--- config.mk ---
export PLATFORM = sky130hd
export DESIGN_NAME = sfpc_device_flat
export DESIGN_NICKNAME = d
export VERILOG_FILES = /design/src/sfpc_pkg.sv /design/src/sfpc_link_if.sv /design/src/sfpc_device.sv /design/src/flat_wrapper.sv
export SDC_FILE = /design/constraint.sdc
export NUM_CORES = 1
export LEC_CHECK = 0
export ABC_AREA = 0
export BUFFER_PORTS_ARGS = -buffer_cell sky130_fd_sc_hd__buf_2
export CAP_MARGIN = 20
export CELL_PAD_IN_SITES_DETAIL_PLACEMENT = 0
export CELL_PAD_IN_SITES_GLOBAL_PLACEMENT = 2
export CORE_MARGIN = 10
export CORE_UTILIZATION = 35
export CTS_CLUSTER_DIAMETER = 150
export DETAILED_ROUTE_END_ITERATION = 8
export PLACE_DENSITY_LB_ADDON = 0.1
export SYNTH_ARGS = -nofsm -noshare
export SYNTH_HDL_FRONTEND = slang
export SYNTH_SLANG_ARGS = --single-unit
export TNS_END_PERCENT = 10
--- constraint.sdc ---
create_clock -name clk_in -period 10.05 [get_ports clk_in]
set_input_delay 1.005 -clock clk_in [delete_from_list [all_inputs] [get_ports clk_in]]
set_output_delay 1.005 -clock clk_in [all_outputs]
set_load 0.02 [all_outputs]
--- src/sfpc_pkg.sv ---
// shared constants, opcodes and host register map for the serial flash pin control
`default_nettype none
package sfpc_pkg;
    localparam int CLK_HZ                     = 25_000_000;
    localparam int CLK_PERIOD_NS              = 40;
    localparam int POWERUP_WAIT_MS            = 20;
    localparam int POWERUP_CYCLES             = POWERUP_WAIT_MS * (CLK_HZ / 1000);
    localparam int PROTECT_ASSERT_MIN_TIME_NS = 100;
    localparam int PROTECT_MIN_CYCLES         =
        (PROTECT_ASSERT_MIN_TIME_NS + CLK_PERIOD_NS - 1) / CLK_PERIOD_NS;
    localparam int BUSY_CYCLES                = 256;
    localparam int BUF_DEPTH                  = 16;
    localparam int SCK_HALF                   = 4;
    // identity byte value is arbitrary
    localparam logic [7:0] ID_CODE_DEFAULT    = 8'h5A;
    localparam logic [7:0] SPR_RESET          = 8'h00;

    localparam logic [7:0] OP_NONE        = 8'h00;
    localparam logic [7:0] OP_STATUS      = 8'hD7;
    localparam logic [7:0] OP_ID          = 8'h9F;
    localparam logic [7:0] OP_BUF1_RD     = 8'hD4;
    localparam logic [7:0] OP_BUF2_RD     = 8'hD6;
    localparam logic [7:0] OP_BUF1_WR     = 8'h84;
    localparam logic [7:0] OP_BUF2_WR     = 8'h87;
    localparam logic [7:0] OP_PROG1       = 8'h83;
    localparam logic [7:0] OP_PROG2       = 8'h86;
    localparam logic [7:0] OP_PROG1_NE    = 8'h88;
    localparam logic [7:0] OP_PROG2_NE    = 8'h89;
    localparam logic [7:0] OP_PAGE_ERASE  = 8'h81;
    localparam logic [7:0] OP_BLOCK_ERASE = 8'h50;
    localparam logic [7:0] OP_XFER1       = 8'h53;
    localparam logic [7:0] OP_XFER2       = 8'h55;
    localparam logic [7:0] OP_PAGE_RD     = 8'hD2;
    localparam logic [7:0] OP_CONT_RD     = 8'hE8;
    localparam logic [7:0] OP_PROT_EN     = 8'h3D;
    localparam logic [7:0] OP_PROT_DIS    = 8'h2A;
    localparam logic [7:0] OP_SPR_PROG    = 8'hFC;

    localparam logic [1:0] REG_TX     = 2'h0;
    localparam logic [1:0] REG_STATUS = 2'h1;
    localparam logic [1:0] REG_RX     = 2'h2;
    localparam logic [1:0] REG_PINS   = 2'h3;
    localparam int         TX_LAST_BIT = 8;

    typedef enum logic [2:0] {H_IDLE, H_SETUP, H_LOW, H_HIGH, H_END, H_GAP} sfpc_hstate_t;
endpackage : sfpc_pkg
`default_nettype wire

--- src/sfpc_link_if.sv ---
// serial link between host controller and flash device, wire levels resolved here
`timescale 1ns/1ps
`default_nettype none
interface sfpc_link_if;
    logic sck;
    logic cs_n;
    logic si;
    logic so;
    logic so_oe;
    logic wp_n;
    logic reset_n;
    logic rdy_o;
    logic rdy_oe;
    logic so_line;
    logic rdy_line;
    // released lines float high through pull-ups
    assign so_line  = so_oe ? so : 1'b1;
    assign rdy_line = rdy_oe ? rdy_o : 1'b1;
    modport dev  (input sck, cs_n, si, wp_n, reset_n, output so, so_oe, rdy_o, rdy_oe);
    modport host (output sck, cs_n, si, wp_n, reset_n, input so_line, rdy_line);
endinterface : sfpc_link_if
`default_nettype wire

--- src/sfpc_device.sv ---
// flash device end: framing, buffers, busy and sector protection
`timescale 1ns/1ps
`default_nettype none
// Notes on behaviour
// - no new array operation while one runs
// - non-array commands served while busy; array reads not
// - load one buffer while other programs
// - all inbound bits on serial input only
// - sample input rising, change output falling
// - deselected: input ignored, output released
// - select fall starts, rise ends or launches
// - protect pin held min time enables protection
// - pin release drops protection unless command given
// - disable command ignored while pin asserted
// - command protection survives pin release
// - sector protect register resets all-unprotected
// - reset pin low aborts and holds idle
// - resume once reset pin high
// - internal power-on reset, pin may float
// - ready/busy pulled low during self-timed work
// - busy blocks array and used buffer only
// - erase leaves both buffers usable
// - after reset mode 3, output released
// - mode chosen from clock level at select
// - host waits after power-up before commands
// - array group versus non-array group
module sfpc_device #(
    parameter int         DEPTH    = sfpc_pkg::BUF_DEPTH,
    parameter int         BUSY_LEN = sfpc_pkg::BUSY_CYCLES,
    parameter int         PROT_MIN = sfpc_pkg::PROTECT_MIN_CYCLES,
    parameter logic [7:0] ID_CODE  = sfpc_pkg::ID_CODE_DEFAULT
) (
    input  wire logic     clk_in,
    input  wire logic     rst_in,
    sfpc_link_if.dev      link,
    output logic          busy_out,
    output logic          protect_out,
    output logic          mode3_out,
    output logic [7:0]    spr_out
);
    import sfpc_pkg::*;

    localparam int AW = (DEPTH > 1) ? $clog2(DEPTH) : 1;

    initial
    begin
        if (DEPTH < 2 || DEPTH > 256 || BUSY_LEN < 1 || BUSY_LEN > 65536 || PROT_MIN < 1 || PROT_MIN > 255)
            $error("sfpc_device: parameter out of range");
    end

    typedef struct packed {
        logic [1:0][DEPTH-1:0][7:0] mem;
        logic [7:0]  spr;
        logic        sck_s1, sck_s2, sck_d;
        logic        cs_s1, cs_s2, cs_d;
        logic        si_s1, si_s2;
        logic        wp_s1, wp_s2;
        logic        rst_s1, rst_s2;
        logic        sel;
        logic        mode3;
        logic [2:0]  bitcnt;
        logic [1:0]  bytecnt;
        logic [7:0]  shin;
        logic [7:0]  shout;
        logic [7:0]  opcode;
        logic [AW-1:0] addr;
        logic        so;
        logic        so_oe;
        logic        busy;
        logic [15:0] busy_cnt;
        logic [1:0]  busy_buf;
        logic        prot_flag;
        logic [7:0]  wp_cnt;
        logic        prot_eff;
    } sfpc_dst_t;

    sfpc_dst_t s;
    sfpc_dst_t n;

    logic       sck_rise;
    logic       sck_fall;
    logic       cs_fall;
    logic       cs_rise;
    logic [7:0] rx_byte;
    logic       bsel;

    function automatic logic f_buf2(input logic [7:0] op);
        f_buf2 = (op == OP_BUF2_RD) || (op == OP_BUF2_WR) || (op == OP_PROG2) || (op == OP_PROG2_NE)
                 || (op == OP_XFER2);
    endfunction : f_buf2

    function automatic logic f_is_prog(input logic [7:0] op);
        f_is_prog = (op == OP_PROG1) || (op == OP_PROG2) || (op == OP_PROG1_NE) || (op == OP_PROG2_NE)
                    || (op == OP_PAGE_ERASE) || (op == OP_BLOCK_ERASE);
    endfunction : f_is_prog

    // edges of the synchronised serial clock and chip select
    assign sck_rise = s.sck_s2 & ~s.sck_d;
    assign sck_fall = ~s.sck_s2 & s.sck_d;
    assign cs_fall  = s.cs_d & ~s.cs_s2;
    assign cs_rise  = ~s.cs_d & s.cs_s2;
    // every inbound bit comes from serial input
    assign rx_byte  = {s.shin[6:0], s.si_s2};
    assign bsel     = f_buf2(s.opcode);

    always_comb
    begin
        n        = s;
        n.sck_s1 = link.sck;
        n.sck_s2 = s.sck_s1;
        n.sck_d  = s.sck_s2;
        n.cs_s1  = link.cs_n;
        n.cs_s2  = s.cs_s1;
        n.cs_d   = s.cs_s2;
        n.si_s1  = link.si;
        n.si_s2  = s.si_s1;
        n.wp_s1  = link.wp_n;
        n.wp_s2  = s.wp_s1;
        n.rst_s1 = link.reset_n;
        n.rst_s2 = s.rst_s1;

        if (s.busy)
        begin
            if (s.busy_cnt == 16'h0000)
            begin
                n.busy     = 1'b0;
                n.busy_buf = 2'b00;
            end
            else
                n.busy_cnt = s.busy_cnt - 16'h0001;
        end

        // count how long the protect pin has been low
        if (!s.wp_s2)
        begin
            if (s.wp_cnt != 8'(PROT_MIN))
                n.wp_cnt = s.wp_cnt + 8'h01;
        end
        else
            n.wp_cnt = 8'h00;

        // clock idle level at select picks mode 0 or 3
        if (cs_fall)
        begin
            n.sel     = 1'b1;
            n.mode3   = s.sck_s2;
            n.bitcnt  = 3'h0;
            n.bytecnt = 2'h0;
            n.shout   = 8'h00;
            n.opcode  = OP_NONE;
            n.so_oe   = 1'b1;
        end
        // deselect releases the output and stops shifting
        else if (cs_rise)
        begin
            n.sel   = 1'b0;
            n.so_oe = 1'b0;
            // array operation refused while another runs
            // rising select launches the self-timed work
            if (s.sel && !s.busy && (f_is_prog(s.opcode) || s.opcode == OP_XFER1 || s.opcode == OP_XFER2
                || s.opcode == OP_SPR_PROG))
            begin
                // effective protection blocks guarded program or erase
                if (!(f_is_prog(s.opcode) && s.prot_eff && s.spr != 8'h00))
                begin
                    n.busy     = 1'b1;
                    n.busy_cnt = 16'(BUSY_LEN - 1);
                    // only the buffer the operation uses is locked, none for erase
                    if (s.opcode == OP_PAGE_ERASE || s.opcode == OP_BLOCK_ERASE)
                        n.busy_buf = 2'b00;
                    else if (s.opcode == OP_SPR_PROG)
                    begin
                        n.busy_buf = 2'b01;
                        n.spr      = s.mem[0][0];
                    end
                    else
                        n.busy_buf = bsel ? 2'b10 : 2'b01;
                end
            end
        end
        else if (s.sel && sck_rise)
        begin
            n.shin   = rx_byte;
            n.bitcnt = s.bitcnt + 3'h1;
            if (s.bitcnt == 3'h7)
            begin
                if (s.bytecnt != 2'h2)
                    n.bytecnt = s.bytecnt + 2'h1;
                if (s.bytecnt == 2'h0)
                begin
                    n.opcode = rx_byte;
                    case (rx_byte)
                        // status and identity still answer while busy
                        OP_STATUS:   n.shout = {~s.busy, 5'h00, s.prot_eff, s.mode3};
                        OP_ID:       n.shout = ID_CODE;
                        OP_PAGE_RD, OP_CONT_RD:
                        begin
                            if (s.busy)
                                n.opcode = OP_NONE;
                        end
                        // enable sets the flag at any pin level
                        OP_PROT_EN:  n.prot_flag = 1'b1;
                        // disable ignored while protect pin low
                        OP_PROT_DIS:
                        begin
                            if (s.wp_s2)
                                n.prot_flag = 1'b0;
                        end
                        default:     n.shout = 8'h00;
                    endcase
                end
                else
                begin
                    case (s.opcode)
                        OP_STATUS:   n.shout = {~s.busy, 5'h00, s.prot_eff, s.mode3};
                        // a locked buffer reads zero and ignores writes
                        OP_BUF1_RD, OP_BUF2_RD:
                        begin
                            if (s.bytecnt == 2'h1)
                            begin
                                n.shout = s.busy_buf[bsel] ? 8'h00 : s.mem[bsel][rx_byte[AW-1:0]];
                                n.addr  = rx_byte[AW-1:0] + AW'(1);
                            end
                            else
                            begin
                                n.shout = s.busy_buf[bsel] ? 8'h00 : s.mem[bsel][s.addr];
                                n.addr  = s.addr + AW'(1);
                            end
                        end
                        OP_BUF1_WR, OP_BUF2_WR:
                        begin
                            if (s.bytecnt == 2'h1)
                                n.addr = rx_byte[AW-1:0];
                            else
                            begin
                                if (!s.busy_buf[bsel])
                                    n.mem[bsel][s.addr] = rx_byte;
                                n.addr = s.addr + AW'(1);
                            end
                        end
                        default:     n.shout = 8'h00;
                    endcase
                end
            end
        end
        // output changes on the falling clock edge
        else if (s.sel && sck_fall)
        begin
            n.so    = s.shout[7];
            n.shout = {s.shout[6:0], 1'b0};
        end

        // reset pin low aborts everything and holds idle
        // leaving this branch resumes normal decoding
        // mode 3 and released output; a fresh select fall is needed
        if (!s.rst_s2)
        begin
            n.sel      = 1'b0;
            n.mode3    = 1'b1;
            n.so       = 1'b0;
            n.so_oe    = 1'b0;
            n.busy     = 1'b0;
            n.busy_cnt = 16'h0000;
            n.busy_buf = 2'b00;
            n.bitcnt   = 3'h0;
            n.bytecnt  = 2'h0;
            n.opcode   = OP_NONE;
            n.shout    = 8'h00;
        end
        // pin held long enough or command flag
        n.prot_eff = n.prot_flag | (n.wp_cnt == 8'(PROT_MIN));
    end

    // power-on reset is the asynchronous reset; pin syncs start released
    always_ff @(posedge clk_in or posedge rst_in)
    begin
        if (rst_in)
        begin
            s        <= '0;
            s.spr    <= SPR_RESET;
            s.mode3  <= 1'b1;
            s.cs_s1  <= 1'b1;
            s.cs_s2  <= 1'b1;
            s.cs_d   <= 1'b1;
            s.wp_s1  <= 1'b1;
            s.wp_s2  <= 1'b1;
            s.rst_s1 <= 1'b1;
            s.rst_s2 <= 1'b1;
        end
        else
            s <= n;
    end

    assign link.so     = s.so;
    assign link.so_oe  = s.so_oe;
    assign link.rdy_o  = 1'b0;
    // open-drain busy pulled low for the whole operation
    assign link.rdy_oe = s.busy;
    assign busy_out    = s.busy;
    assign protect_out = s.prot_eff;
    assign mode3_out   = s.mode3;
    assign spr_out     = s.spr;
endmodule : sfpc_device
`default_nettype wire

--- src/flat_wrapper.sv ---
// flat-port wrapper written by rule: the top's interface ports become plain ports
module sfpc_device_flat import sfpc_pkg::*;
#(
    parameter int         DEPTH    = sfpc_pkg::BUF_DEPTH,
    parameter int         BUSY_LEN = sfpc_pkg::BUSY_CYCLES,
    parameter int         PROT_MIN = sfpc_pkg::PROTECT_MIN_CYCLES,
    parameter logic [7:0] ID_CODE  = sfpc_pkg::ID_CODE_DEFAULT
)
  (clk_in, rst_in, busy_out, protect_out, mode3_out, spr_out, link_sck, link_cs_n, link_si, link_wp_n, link_reset_n, link_so, link_so_oe, link_rdy_o, link_rdy_oe);
  sfpc_link_if link_i ();
  input  wire logic clk_in;
  input  wire logic rst_in;
  output logic busy_out;
  output logic protect_out;
  output logic mode3_out;
  output logic [7:0] spr_out;
  input wire logic [$bits(link_i.sck)-1:0] link_sck;
  input wire logic [$bits(link_i.cs_n)-1:0] link_cs_n;
  input wire logic [$bits(link_i.si)-1:0] link_si;
  input wire logic [$bits(link_i.wp_n)-1:0] link_wp_n;
  input wire logic [$bits(link_i.reset_n)-1:0] link_reset_n;
  output wire logic [$bits(link_i.so)-1:0] link_so;
  output wire logic [$bits(link_i.so_oe)-1:0] link_so_oe;
  output wire logic [$bits(link_i.rdy_o)-1:0] link_rdy_o;
  output wire logic [$bits(link_i.rdy_oe)-1:0] link_rdy_oe;
  assign link_i.sck = link_sck;
  assign link_i.cs_n = link_cs_n;
  assign link_i.si = link_si;
  assign link_i.wp_n = link_wp_n;
  assign link_i.reset_n = link_reset_n;
  assign link_so = link_i.so;
  assign link_so_oe = link_i.so_oe;
  assign link_rdy_o = link_i.rdy_o;
  assign link_rdy_oe = link_i.rdy_oe;
  sfpc_device #(.DEPTH(DEPTH), .BUSY_LEN(BUSY_LEN), .PROT_MIN(PROT_MIN), .ID_CODE(ID_CODE)) u_core (.clk_in(clk_in), .rst_in(rst_in), .link(link_i), .busy_out(busy_out), .protect_out(protect_out), .mode3_out(mode3_out), .spr_out(spr_out));
endmodule
==> flow_metrics.py <==
metrics = {
    "yosys": {
        "synth_edf_count": 0,
        "yosysWarnings": 0,
        "synth_top_area_share_pct": 45.0,
        "ys_seq_elements": 340,
        "seq_area_frac_synth_pct": 46.1,
        "syn_area_per_cell_um2": 12.6,
        "syn_nets": 1496,
        "yosysUniqueCellTypes": 90,
        "syn-instance-count": 1471,
        "synth_area_leaders": "dfrtp_1 45%, mux2_2 15%, mux4_2 11%",
        "ys.flop_type": "dfrtp_1",
        "async_reset_ff_share_pct": 100,
        "syn_area_um2": 18500,
        "synth_area_leader_cell": "dfrtp_1",
    },
    "routing": {
        "drtIter0Drc": 1028,
        "wl_per_cell_um": 29.8,
        "drt.antenna.violating_nets": 0,
        "via_per_inst": 5.86,
        "firstDrtPassIters": 5,
        "routed_wl_mm": 64.6,
        "route.detailed.drc": 0,
        "num_vias": 12734,
    },
    "timing": {
        "setup_violations": 0,
        "finalWorstSetupSlack_ns": 4.91,
        "finalCritPeriodShare_pct": 51.2,
        "finalClockSkew_ns": 0.0188,
        "finalSetupTns_ns": 0,
        "period_needed_ns": 5.14,
        "drv_slew": 0,
        "tightestPinTransition_ns": 1.16,
        "maxClockFrequency_ghz": 0.194,
        "relSlewSlack_pct": 21.7,
        "rsz0062_at_grt": "no",
        "finalHoldViolCount": 0,
    },
    "clock_tree": {
        "holdBufCountCts": 0,
        "clk_pin_slew_ns": 0.06,
        "cts-resized-gates": 0,
        "cts_tree": "yes",
        "numCtsBuffers": 42,
        "clockBufferDepth": 3,
        "cts_root_buf": "clkbuf_16",
        "h-tree-depth": 2,
        "postCtsSetupBuffers": 0,
        "clock_sinks": 340,
        "clkLatencyLatePin_ns": 0.58,
    },
    "critical_path": {
        "cp.arrival_ns": 5.60,
        "critPathRequiredTime_ns": 10.50,
        "cp-start-kind": "flip-flop",
        "worstPathMaxFanout": 42,
        "critPathKind": "flip-flop to flip-flop",
        "cp-end-kind": "flip-flop",
    },
    "power_and_ir_drop": {
        "powerDensity_nw_per_um2": 152,
        "p_leak_nw": 8.85,
        "p_sw_uw": 748,
        "p_sw_share_pct": 24.1,
        "power.share.sequential_pct": 44.8,
        "clkPwrFrac_pct": 50.2,
        "p_int_mw": 2.36,
        "combPwrFrac_pct": 5.0,
        "vdd_drop_max_v": 0.0000966,
    },
    "global_routing": {
        "grt_pass1_wl_mm": 95.4,
        "antenna_found_initial": 0,
        "grt_pass1_vias": 13194,
        "grt-ovfl-total": 0,
        "grt_usage_pct": 20.5,
        "grt_max_degree": 160,
    },
    "floorplanning": {
        "io_pins": 22,
        "core_area_um2": 52400,
        "die_area_um2": 62300,
        "start_util_pct": 35.2,
        "fp.dieW_um": 250,
        "fp.dieH_um": 250,
        "fp-row-count": 84,
    },
    "placement": {
        "portBuffers": 20,
        "finalWeightedCongestion": 0.895,
        "dp_hpwl_mm": 42.6,
        "dp_slack_ns": 4.92,
    },
    "status": {
        "status": "completed",
    },
    "run": {
        "max_cap_viol_count": 0,
    },
    "finish": {
        "final_nets": 1477,
        "antenna_cells": 0,
        "area_delta_synth_final_pct": 11.0,
        "drive_gt1_share_pct": 34.8,
    },
    "min_path": {
        "min-delay-path-class": "flip-flop to flip-flop",
    },
}
## placed cells by master (no fill, tap or decap), types with 7 or more instances in the layout
master	synthesis	routed
buf_4	13	28
o21ai_0	43	43
o21a_1	11	11
nand2b_1	7	7
mux2i_1	40	40
xnor2_1	17	17
mux2_2	249	249
nor3_1	22	22
clkbuf_8	0	11
inv_1	22	21
dfstp_2	8	8
o211ai_1	10	10
nor2_2	28	28
clkbuf_16	0	43
nor2_1	68	68
buf_2	20	20
clkbuf_1	61	11
nor4_1	15	14
a22o_1	13	13
nand2_1	114	114
ha_1	18	18
dfrtp_1	332	326
a21oi_1	17	17
mux2_1	11	11
mux4_2	94	94
xor2_1	7	7
nor2b_1	7	7
nand4_1	13	13
nand3_1	42	42
## critical path, stage by stage, from the launching register on
cell,delay [ns]
dfrtp_1,0.45
nor4b_4,0.52
nand4_1,0.55
nand3_4,0.79
buf_4,0.59
buf_4,0.60
mux4_1,0.64
mux4_2,0.48
nand2b_1,0.16
a21oi_1,0.14
o21ai_1,0.07
## Yosys cell counts, types with 6 or more instances
| library cell | n |
|---|---|
| o211ai_1 | 10 |
| clkbuf_1 | 61 |
| nor2_1 | 68 |
| a32oi_1 | 6 |
| mux2_1 | 11 |
| nand2b_1 | 7 |
| nor2b_1 | 7 |
| and3_1 | 6 |
| nand3_1 | 42 |
| nand2_1 | 114 |
| buf_2 | 20 |
| inv_1 | 22 |
| mux2i_1 | 40 |
| a2111oi_0 | 6 |
| buf_1 | 10 |
| a21oi_1 | 17 |
| mux4_1 | 6 |
| nor4_1 | 15 |
| mux4_2 | 94 |
| nand4_1 | 13 |
| a31oi_1 | 6 |
| dfstp_2 | 8 |
| o21ai_0 | 43 |
| xor2_1 | 7 |
| mux2_2 | 249 |
| buf_4 | 13 |
| nor3_1 | 22 |
| a221oi_1 | 6 |
| a22o_1 | 13 |
| xnor2_1 | 17 |
| o21a_1 | 11 |
| ha_1 | 18 |
| dfrtp_1 | 332 |
| nor2_2 | 28 |
| o2111ai_1 | 6 |
## cell families (layout without fill, tap and decap cells)
family	count (synthesis)	in the layout	synth area share (%)
adders and majority gates	18	18	1.22
other	1	1	0.0203
muxes	400	400	30.3
xor gates and xnor gates	24	24	1.14
and+or+nand+nor	360	360	9.87
AOI/OAI and AO/OA	191	191	7.59
DFF	340	340	46.1
buffers and inverters	137	150	3.67
## power by group through the flow
| stage | clock [mW] | sequential (mW) | combinational, mW |
|---|---|---|---|
| after floorplan | 0 | 1.41 | 0.0991 |
| final | 1.56 | 1.39 | 0.155 |
| after global placement | 0 | 1.42 | 0.160 |
| after CTS | 1.61 | 1.39 | 0.160 |
| after global routing | 1.66 | 1.39 | 0.171 |
| after detailed placement | 0 | 1.42 | 0.159 |
## routing by layer
metal | share of wire [%] | track usage (%) | routed length (um) | vias to the layer above
met3 | 5.1 | 3.74 | 3310 | 112
met1 | 45 | 27.7 | 28800 | 6805
met2 | 47 | 33.0 | 30600 | 332
li1 | - | - | - | 5485
met4 | 2.9 | 6.22 | 1870 | 0
met5 | 0 | 0 | 0 | -
## flip-flops by register name, indices dropped and copies added (netlist names)
register	count
u_core.s	313
u_core.rx_byte	8
u_core.spr_out	8
u_core.n	7
u_core.busy_out	1
u_core.link.so	1
u_core.mode3_out	1
u_core.protect_out	1
## metrics by stage
step | utilization, % | hold slack [ns] | std cells | area (um2) | power (mW)
2_1_floorplan | - | 0.331 | 1471 | 18500 | 1.51
3_3_place_gp | 36.4 | 0.337 | 2096 | 19100 | 1.58
3_5_place_dp | 36.4 | 0.342 | 2096 | 19100 | 1.58
4_1_cts | 39.1 | 0.347 | 2172 | 20500 | 3.16
5_1_grt | 39.1 | 0.350 | 2172 | 20500 | 3.22
6_report | 39.1 | 0.346 | 2172 | 20500 | 3.11
## final timing paths
path | cells past startpoint | end | slack (ns) | start
setup / recovery | 10 | u_core.s[48] | 4.91 | u_core.s[41]
setup reg to reg | 10 | u_core.s[48] | 4.91 | u_core.s[41]
max in group asynchronous | 4 | u_core.s[324] | 7.79 | rst_in
hold reg to reg | 0 | u_core.n[72] | 0.35 | u_core.n[73]
hold / removal | 0 | u_core.n[72] | 0.35 | u_core.n[73]
min in group asynchronous | 3 | u_core.s[89] | 0.65 | rst_in
## layout make-up
cell class,instances,area [um2]
inverters,25,97.6
flip-flops and latches,340,8530
well taps,688,861
multi-input cells,994,9280
repair buffers,49,330
fillers,5013,31900
clock buffers,65,1270
clock inverters,11,138
(Power assumes the default switching activity.)
